### config.mk
export PLATFORM = sky130hd
export DESIGN_NAME = add_and_bit_op_datapath
export DESIGN_NICKNAME = d
export VERILOG_FILES = /design/src/include/add_and_bit_op_pkg.sv /design/src/core/add_and_bit_op_datapath.sv /design/src/core/add_and_alu.sv
export VERILOG_INCLUDE_DIRS = /design/src /design/src/include
export SDC_FILE = /design/constraint.sdc
export NUM_CORES = 1
export LEC_CHECK = 0
export BUFFER_PORTS_ARGS = -buffer_cell sky130_fd_sc_hd__buf_2
export CAP_MARGIN = 20
export CORE_MARGIN = 4
export CORE_UTILIZATION = 56
export CTS_BUF_LIST = sky130_fd_sc_hd__clkbuf_16
export DETAILED_ROUTE_END_ITERATION = 10
export GPL_TIMING_DRIVEN = 0
export PLACE_DENSITY_LB_ADDON = 0.2
export SYNTH_ARGS = -nofsm -noshare
export SYNTH_HDL_FRONTEND = slang
export SYNTH_SLANG_ARGS = --single-unit
### constraint.sdc
create_clock -name clk_sys -period 5.5 [get_ports clk_sys]
set_input_delay 1.1 -clock clk_sys [delete_from_list [all_inputs] [get_ports clk_sys]]
set_output_delay 1.1 -clock clk_sys [all_outputs]
set_load 0.005 [all_outputs]
### src/include/add_and_bit_op_regs.svh
/*
 Holds the offsets, reset values and field positions of the add and bit-op datapath.
 Assumes that it is included by bare name; the guard makes repeated inclusion in one compile unit harmless.
*/
`ifndef ADD_AND_BIT_OP_REGS_SVH
`define ADD_AND_BIT_OP_REGS_SVH

// ****************************************
// Widths and limits
// ****************************************
`define DATA_W 8
`define ADDR_W 7
`define BIT_W 3
`define NIBBLE_MSB 3
// ****************************************
// Reset values
// ****************************************
`define ACC_RESET 8'h00
`define FLAG_RESET 1'b0
// ****************************************
// Address of the port register read from the pins
// ****************************************
`define PORT_ADDR 7'h05

`endif

### src/include/add_and_bit_op_pkg.sv
/*
 Types shared by the datapath: the operation code, the decoded operation and the flags.
 Assumes the constants header is on the include path.
*/
`include "add_and_bit_op_regs.svh"

package add_and_bit_op_pkg;

  // ****************************************
  // Operations
  // ****************************************
  typedef enum logic [3:0] {
    NO_OP = 4'h0,
    ADD_LITERAL_OP = 4'h1,
    ADD_REGISTER_OP = 4'h2,
    AND_LITERAL_OP = 4'h3,
    AND_REGISTER_OP = 4'h4,
    BIT_CLEAR_OP = 4'h5,
    BIT_SET_OP = 4'h6,
    TEST_SKIP_IF_CLEAR_OP = 4'h7,
    TEST_SKIP_IF_SET_OP = 4'h8
  } op_t;

  typedef struct packed {
    op_t op;
    logic [`DATA_W-1:0] literal;
    logic [`ADDR_W-1:0] addr;
    logic [`BIT_W-1:0] bitIdx;
    logic dest;
  } instr_t;

  typedef struct packed {
    logic carry;
    logic nibbleCarryFlag;
    logic zero;
  } flags_t;

  // Gray along EXEC -> SKIP -> EXEC
  typedef enum logic [1:0] {
    EXEC = 2'b00,
    SKIP = 2'b01
  } state_t;

endpackage

### src/core/add_and_bit_op_datapath.sv
/*
 Execution datapath for add, AND, bit clear/set and bit test with skip.
 Assumes the decoder presents one operation per cycle with opValid, and the file
 register memory answers fileRdAddr combinationally on fileRdData in the same cycle.
*/
// What this block does
// - Add literal sums the accumulator with an 8-bit literal into the accumulator and updates carry, nibble carry and zero.
// - Add register sums the accumulator with the addressed file register into the accumulator or the register by the destination bit and updates all three flags.
// - AND literal ANDs the accumulator with the literal into the accumulator and updates only zero.
// - AND register ANDs the accumulator with the file register into the chosen destination and updates only zero.
// - Bit clear forces the selected bit of the register to zero and leaves other bits and flags alone.
// - Bit set forces the selected bit of the register to one and leaves other bits and flags alone.
// - Test skip if clear discards the next instruction as a no-operation when the bit is zero.
// - Test skip if set discards the next instruction as a no-operation when the bit is one.
// - Bit tests change no flag and do not write the tested register.
// - A read of the port register takes the pin levels instead of the output latch.
`timescale 1ns/1ps
`include "add_and_bit_op_regs.svh"

module add_and_bit_op_datapath (
  input wire logic clk_sys,
  input wire logic rst_b,
  input wire logic opValid,
  input wire add_and_bit_op_pkg::instr_t instr,
  output logic [`ADDR_W-1:0] fileRdAddr,
  input wire logic [`DATA_W-1:0] fileRdData,
  input wire logic [`DATA_W-1:0] pinLevels,
  output logic squash,
  output logic skipTaken,
  output logic fileWrEn,
  output logic [`ADDR_W-1:0] fileWrAddr,
  output logic [`DATA_W-1:0] fileWrData,
  output logic [`DATA_W-1:0] acc,
  output add_and_bit_op_pkg::flags_t flags
);

  // ****************************************
  // Helpers
  // ****************************************
  function automatic logic [`DATA_W-1:0] bitMask(input logic [`BIT_W-1:0] idx);
    bitMask = 8'h01 << idx;
  endfunction

  function automatic logic isPort(input logic [`ADDR_W-1:0] addr);
    isPort = (addr == `PORT_ADDR);
  endfunction

  // ****************************************
  // Pin synchroniser
  // ****************************************
  logic [`DATA_W-1:0] pinMeta;
  logic [`DATA_W-1:0] pinSync;

  always_ff @(posedge clk_sys) begin
    if (!rst_b) begin
      pinMeta <= 8'h00;
      pinSync <= 8'h00;
    end else begin
      pinMeta <= pinLevels;
      pinSync <= pinMeta;
    end
  end

  // ****************************************
  // Operand fetch
  // ****************************************
  logic [`DATA_W-1:0] readVal;
  logic [`DATA_W-1:0] aluB;
  logic [`DATA_W-1:0] aluResult;
  add_and_bit_op_pkg::flags_t aluFlags;
  add_and_bit_op_pkg::state_t state;
  add_and_bit_op_pkg::state_t next_state;
  logic taken;
  logic litOp;
  logic testBit;

  assign fileRdAddr = instr.addr;
  // Pins rather than latch, so an input pin driven low reads back low
  assign readVal = isPort(instr.addr) ? pinSync : fileRdData;
  assign litOp = (instr.op == add_and_bit_op_pkg::ADD_LITERAL_OP) ||
                 (instr.op == add_and_bit_op_pkg::AND_LITERAL_OP);
  assign aluB = litOp ? instr.literal : readVal;
  assign taken = opValid && (state == add_and_bit_op_pkg::EXEC);
  assign squash = opValid && (state == add_and_bit_op_pkg::SKIP);
  assign testBit = |(readVal & bitMask(instr.bitIdx));

  add_and_alu u_alu (
    .opA(acc),
    .opB(aluB),
    .selAnd((instr.op == add_and_bit_op_pkg::AND_LITERAL_OP) ||
            (instr.op == add_and_bit_op_pkg::AND_REGISTER_OP)),
    .result(aluResult),
    .flags(aluFlags)
  );

  // ****************************************
  // Execute
  // ****************************************
  logic [`DATA_W-1:0] next_acc;
  add_and_bit_op_pkg::flags_t next_flags;
  logic next_fileWrEn;
  logic [`ADDR_W-1:0] next_fileWrAddr;
  logic [`DATA_W-1:0] next_fileWrData;
  logic next_skipTaken;

  always_comb begin
    next_acc = acc;
    next_flags = flags;
    next_fileWrEn = 1'b0;
    next_fileWrAddr = fileWrAddr;
    next_fileWrData = fileWrData;
    next_skipTaken = 1'b0;
    next_state = state;
    if (squash) begin
      // Discarded instruction runs as a no-operation
      next_state = add_and_bit_op_pkg::EXEC;
    end else if (taken) begin
      case (instr.op)
        add_and_bit_op_pkg::ADD_LITERAL_OP: begin
          next_acc = aluResult;
          next_flags = aluFlags;
        end
        add_and_bit_op_pkg::ADD_REGISTER_OP: begin
          next_flags = aluFlags;
          if (instr.dest) begin
            next_fileWrEn = 1'b1;
            next_fileWrAddr = instr.addr;
            next_fileWrData = aluResult;
          end else begin
            next_acc = aluResult;
          end
        end
        add_and_bit_op_pkg::AND_LITERAL_OP: begin
          next_acc = aluResult;
          next_flags.zero = aluFlags.zero;
        end
        add_and_bit_op_pkg::AND_REGISTER_OP: begin
          next_flags.zero = aluFlags.zero;
          if (instr.dest) begin
            next_fileWrEn = 1'b1;
            next_fileWrAddr = instr.addr;
            next_fileWrData = aluResult;
          end else begin
            next_acc = aluResult;
          end
        end
        add_and_bit_op_pkg::BIT_CLEAR_OP: begin
          next_fileWrEn = 1'b1;
          next_fileWrAddr = instr.addr;
          next_fileWrData = readVal & ~bitMask(instr.bitIdx);
        end
        add_and_bit_op_pkg::BIT_SET_OP: begin
          next_fileWrEn = 1'b1;
          next_fileWrAddr = instr.addr;
          next_fileWrData = readVal | bitMask(instr.bitIdx);
        end
        add_and_bit_op_pkg::TEST_SKIP_IF_CLEAR_OP: begin
          if (!testBit) begin
            next_skipTaken = 1'b1;
            next_state = add_and_bit_op_pkg::SKIP;
          end
        end
        add_and_bit_op_pkg::TEST_SKIP_IF_SET_OP: begin
          if (testBit) begin
            next_skipTaken = 1'b1;
            next_state = add_and_bit_op_pkg::SKIP;
          end
        end
        default: begin
          next_state = add_and_bit_op_pkg::EXEC;
        end
      endcase
    end
  end

  always_ff @(posedge clk_sys) begin
    if (!rst_b) begin
      acc <= `ACC_RESET;
      flags <= {`FLAG_RESET, `FLAG_RESET, `FLAG_RESET};
      fileWrEn <= 1'b0;
      fileWrAddr <= 7'h00;
      fileWrData <= 8'h00;
      skipTaken <= 1'b0;
      state <= add_and_bit_op_pkg::EXEC;
    end else begin
      acc <= next_acc;
      flags <= next_flags;
      fileWrEn <= next_fileWrEn;
      fileWrAddr <= next_fileWrAddr;
      fileWrData <= next_fileWrData;
      skipTaken <= next_skipTaken;
      state <= next_state;
    end
  end

  // ****************************************
  // Checks
  // ****************************************
  logic isTest;
  assign isTest = (instr.op == add_and_bit_op_pkg::TEST_SKIP_IF_CLEAR_OP) ||
                  (instr.op == add_and_bit_op_pkg::TEST_SKIP_IF_SET_OP);

  property p_addLit;
    @(posedge clk_sys) disable iff (!rst_b)
      taken && instr.op == add_and_bit_op_pkg::ADD_LITERAL_OP |=>
        acc == 8'($past(acc) + $past(instr.literal)) && !fileWrEn;
  endproperty
  a_addLit: assert property (p_addLit) else $error("add literal result wrong");

  property p_addReg;
    @(posedge clk_sys) disable iff (!rst_b)
      taken && instr.op == add_and_bit_op_pkg::ADD_REGISTER_OP && instr.dest |=>
        fileWrEn && fileWrData == 8'($past(acc) + $past(readVal)) && $stable(acc);
  endproperty
  a_addReg: assert property (p_addReg) else $error("add register writeback wrong");

  property p_andLit;
    @(posedge clk_sys) disable iff (!rst_b)
      taken && instr.op == add_and_bit_op_pkg::AND_LITERAL_OP |=>
        acc == ($past(acc) & $past(instr.literal)) && $stable(flags.carry) &&
        $stable(flags.nibbleCarryFlag) && flags.zero == (acc == 8'h00);
  endproperty
  a_andLit: assert property (p_andLit) else $error("and literal wrong");

  property p_andReg;
    @(posedge clk_sys) disable iff (!rst_b)
      taken && instr.op == add_and_bit_op_pkg::AND_REGISTER_OP && !instr.dest |=>
        !fileWrEn && acc == ($past(acc) & $past(readVal)) && $stable(flags.carry);
  endproperty
  a_andReg: assert property (p_andReg) else $error("and register wrong");

  property p_bitClear;
    @(posedge clk_sys) disable iff (!rst_b)
      taken && instr.op == add_and_bit_op_pkg::BIT_CLEAR_OP |=>
        fileWrEn && fileWrData == ($past(readVal) & ~bitMask($past(instr.bitIdx))) &&
        $stable(flags);
  endproperty
  a_bitClear: assert property (p_bitClear) else $error("bit clear wrong");

  property p_bitSet;
    @(posedge clk_sys) disable iff (!rst_b)
      taken && instr.op == add_and_bit_op_pkg::BIT_SET_OP |=>
        fileWrEn && fileWrData == ($past(readVal) | bitMask($past(instr.bitIdx))) &&
        $stable(flags) && $stable(acc);
  endproperty
  a_bitSet: assert property (p_bitSet) else $error("bit set wrong");

  property p_skipClear;
    @(posedge clk_sys) disable iff (!rst_b)
      taken && instr.op == add_and_bit_op_pkg::TEST_SKIP_IF_CLEAR_OP |=>
        skipTaken == !$past(testBit) && (state == add_and_bit_op_pkg::SKIP) == skipTaken;
  endproperty
  a_skipClear: assert property (p_skipClear) else $error("skip if clear wrong");

  property p_skipSet;
    @(posedge clk_sys) disable iff (!rst_b)
      taken && instr.op == add_and_bit_op_pkg::TEST_SKIP_IF_SET_OP |=>
        skipTaken == $past(testBit) && (state == add_and_bit_op_pkg::SKIP) == skipTaken;
  endproperty
  a_skipSet: assert property (p_skipSet) else $error("skip if set wrong");

  property p_squashNop;
    @(posedge clk_sys) disable iff (!rst_b)
      squash |=> !fileWrEn && $stable(acc) && $stable(flags) && !skipTaken;
  endproperty
  a_squashNop: assert property (p_squashNop) else $error("discarded op had effect");

  property p_testQuiet;
    @(posedge clk_sys) disable iff (!rst_b)
      taken && isTest |=> !fileWrEn && $stable(flags) && $stable(acc);
  endproperty
  a_testQuiet: assert property (p_testQuiet) else $error("bit test changed state");

  property p_portRead;
    @(posedge clk_sys) disable iff (!rst_b)
      taken && isPort(instr.addr) && instr.op == add_and_bit_op_pkg::BIT_CLEAR_OP |=>
        (fileWrData | bitMask($past(instr.bitIdx))) ==
          ($past(pinSync) | bitMask($past(instr.bitIdx)));
  endproperty
  a_portRead: assert property (p_portRead) else $error("port read not from pins");

  property p_addFlags;
    @(posedge clk_sys) disable iff (!rst_b)
      taken && instr.op == add_and_bit_op_pkg::ADD_LITERAL_OP |=>
        flags.zero == (acc == 8'h00) &&
        flags.carry == (({1'b0, $past(acc)} + {1'b0, $past(instr.literal)}) > 9'h0ff) &&
        flags.nibbleCarryFlag ==
          (({1'b0, $past(acc[3:0])} + {1'b0, $past(instr.literal[3:0])}) > 5'h0f);
  endproperty
  a_addFlags: assert property (p_addFlags) else $error("add flags wrong");

endmodule

### src/core/add_and_alu.sv
/*
 Adder and AND unit with flag generation.
 Assumes operands are stable within the cycle; purely combinational.
*/
`timescale 1ns/1ps
`include "add_and_bit_op_regs.svh"

module add_and_alu (
  input wire logic [`DATA_W-1:0] opA,
  input wire logic [`DATA_W-1:0] opB,
  input wire logic selAnd,
  output logic [`DATA_W-1:0] result,
  output add_and_bit_op_pkg::flags_t flags
);

  logic [`DATA_W:0] sum;
  logic [`NIBBLE_MSB+1:0] lowSum;

  always_comb begin
    sum = {1'b0, opA} + {1'b0, opB};
    lowSum = {1'b0, opA[`NIBBLE_MSB:0]} + {1'b0, opB[`NIBBLE_MSB:0]};
    result = selAnd ? (opA & opB) : sum[`DATA_W-1:0];
    flags.carry = sum[`DATA_W];
    flags.nibbleCarryFlag = lowSum[`NIBBLE_MSB+1];
    flags.zero = (result == 8'h00);
  end

endmodule

==> summary.txt <==
Layout
  • FF/Latch Area: 901 µm²
  • Share of cells above drive strength 1: 0.274
  • Layout Nets: 448
  • Area taken by multi-input logic gates: 1630 µm²
  • Final cell count without fillers: 465
  • Diode count: 0
  • Area grow syn2layout: 22.3%
  • Fillers: 385

Synth
  • Number of distinct library cells after synthesis: 52
  • Syn. warnings: 0
  • Main synth FF type: dfxtp_1
  • Yosys top cell area share: 0.332
  • Post-synth EDFFs: 0
  • Cells after Synth: 315
  • Yosys reg bits: 45
  • Mapped Nets: 366
  • Register area share after synthesis: 0.332
  • Post-Syn Area: 2720 µm²
  • Ys async rst share: 0
  • Synth area leader: dfxtp_1
  • Most area-consuming cells after synthesis: dfxtp_1 (33%), mux2i_1 (8.1%), a21oi_1 (6.8%)
  • Mean post-synth cell area: 8.62 µm²

STA
  • RSZ-0062 raised after global routing: false
  • Final hold violations: 0
  • Min cycle time layout: 4.05 ns
  • Final setup fails: 0
  • Setup WS post-layout: 1.45 ns
  • Tcrit/Tclk final: 0.736
  • Hold WS: 0.433 ns
  • Rel. slew slack: 0.308
  • Clock Skew: 0.00510 ns
  • Final setup TNS: 0 ns
  • Fmax: 0.247 GHz
  • Slew at the pin closest to its max-slew limit: 1.04 ns
  • Slew Limit Fails: 0

Drt
  • Vias per cell: 5.65
  • Drt first pass iters: 5
  • WL per Instance: 14.9 µm
  • Routed met3 length: 587 µm
  • Routed WL: 6.94 mm
  • DR top layer: met4
  • Via count: 2626
  • Met2 wire len: 3.19 mm
  • # DRC: 0
  • Initial DRC count: 210
  • Wl on met1: 2.99 mm
  • Antenna viol nets, final: 0

Min path
  • Min-Delay Path Class: reg -> reg

Global routing
  • Vias in the first global route: 2364
  • First-pass GRT wire length: 11.4 mm
  • GRT overflow: 0
  • Largest net degree at the start of global routing: 16
  • Antenna violations before repair: 0
  • GR Util All Layers: 0.234

Clock tree
  • Clk_lat worst skew: 0.28 ns
  • Clock sinks: 45
  • TritonCTS Buffers: 5
  • Root buf cell: clkbuf_16
  • Post-CTS Setup Inserts: 0
  • Hold_buf cts: 0
  • Worst-path clk slew: 0.06 ns
  • H-tree depth: 2
  • CTS tree: yes
  • Post-CTS Resized: 0
  • Maximum clock path buffer count: 2

Setup path
  • Startpoint types: input pin
  • Critical path class: in -> reg
  • Crit Path Max Fanout: 10
  • Data arrival, critical path: 4.22 ns
  • WP data required: 5.68 ns
  • CP Capture Type: flip-flop
  • R2r setup slk: 2.85 ns

Placed design
  • Place WS: 1.21 ns
  • Routability Congestion: 0.902
  • I/O Buffers: 75
  • Final HPWL DP: 5.35 mm
  • Placed Cells: 457

Die
  • Die H: 77.6 µm
  • Die width: 77.6 µm
  • Total die area: 6030 µm²
  • Row count: 25
  • I/O pin total: 78
  • Core box area: 4720 µm²
  • Initial Util: 0.575

Power
  • Worst vdd rail ir drop: 0.000183 V
  • Leak pwr: 1.55 nW
  • Pwr dens: 244 nW/µm²

Outcome
  • Result of the run: finished, final reports clean

Flow run
  • Max cap viols: 0
[routing by layer]
layer,vias to the layer above,global-route usage
met5,-,0
met4,0,0.0961
met3,15,0.0487
met2,107,0.354
met1,1211,0.323
li1,1293,-
[synthesized netlist by cell type, types with 2 or more instances]
library cell   n
o21ai_0       18
nand2_1       15
buf_2          2
buf_6          3
a211oi_1       5
nor2b_1        5
nor4_1         2
ha_1           8
a31o_1         2
buf_4          7
nor2_1        30
dfxtp_1       45
o211a_1        4
or3_1          2
nor3_1         6
nand4_1        2
o31a_1         2
and2_1        18
a21oi_1       37
clkbuf_1      12
a31oi_1        2
xnor2_1        2
or3b_2         4
mux2i_1       22
a21o_1         2
nand2b_1       4
nor3b_1        5
mux4_2         5
nand3b_1       3
o21a_1         4
nor4b_1        6
inv_1         10
o22ai_1        2
[state kept, by name, indices dropped and copies added (netlist names)]
name / flops
acc: 8
fileWrAddr: 7
fileWrData: 8
fileWrEn: 1
flags: 3
pinMeta: 8
pinSync: 8
skipTaken: 1
state: 1
[worst paths after layout]
check	startpoint	end	cells after the start
worst min-delay path	pinMeta[7]	pinSync[7]	1
worst max-delay path	instr[19]	flags[0]	14
worst max register to register	pinSync[0]	flags[0]	11
worst min register to register	pinMeta[7]	pinSync[7]	1
[critical path, stage by stage]
cell and delay, ns:
buf_2 0.13, clkbuf_1 0.33, nand2_1 0.27, clkbuf_1 0.28, a21oi_1 0.19, ha_1 0.23, inv_1 0.07, fa_1 0.40
nor2b_1 0.17, o21a_1 0.15, nor3_1 0.05, o31ai_1 0.49, nor4_1 0.14, a31o_1 0.24
[metrics by stage]
step / util / power, mW / instance area [µm²]
5_1_grt: 0.703 / 0.853 / 3320
3_5_place_dp: 0.672 / 0.522 / 3180
4_1_cts: 0.703 / 0.812 / 3320
2_1_floorplan: - / 0.465 / 2720
6_report: 0.703 / 0.812 / 3320
3_3_place_gp: 0.672 / 0.517 / 3180
[layout make-up]
type,count,area share
clock buffer,5,0.0377
sequential,45,0.271
timing repair buffer,75,0.113
clock inverter,3,0.00640
tap,67,0.0252
multi-input combinational,235,0.492
buffer,24,0.0426
inverter,11,0.0124
[cells by family (layout without fill, tap and decap cells)]
kind of cell / after synthesis / in the layout / synth area share
compound gates: 85 / 85 / 0.190
fa+ha+maj: 9 / 9 / 0.0442
mux: 27 / 27 / 0.123
simple gates: 112 / 112 / 0.238
flops: 45 / 45 / 0.332
xor+xnor: 2 / 2 / 0.00645
buf+inv: 35 / 118 / 0.0672
[layout by cell type, fill, tap and decap left out, types with 6 or more instances in the layout]
cell	instances
nor4b_1	6
mux2i_1	22
clkbuf_1	12
nand2_1	15
dfxtp_1	45
inv_1	10
o21ai_0	18
ha_1	8
and2_1	18
nor2_1	30
buf_2	77
nor3_1	6
a21oi_1	37
buf_4	7
[report_power, final]
part           total, mW  switching, mW  internal [mW]
combinational      0.171         0.0937         0.0777
sequential         0.347        0.00689          0.340
clock              0.294          0.125          0.169
total              0.812          0.225          0.587
Note: power is estimated with default switching activity, not from simulation.
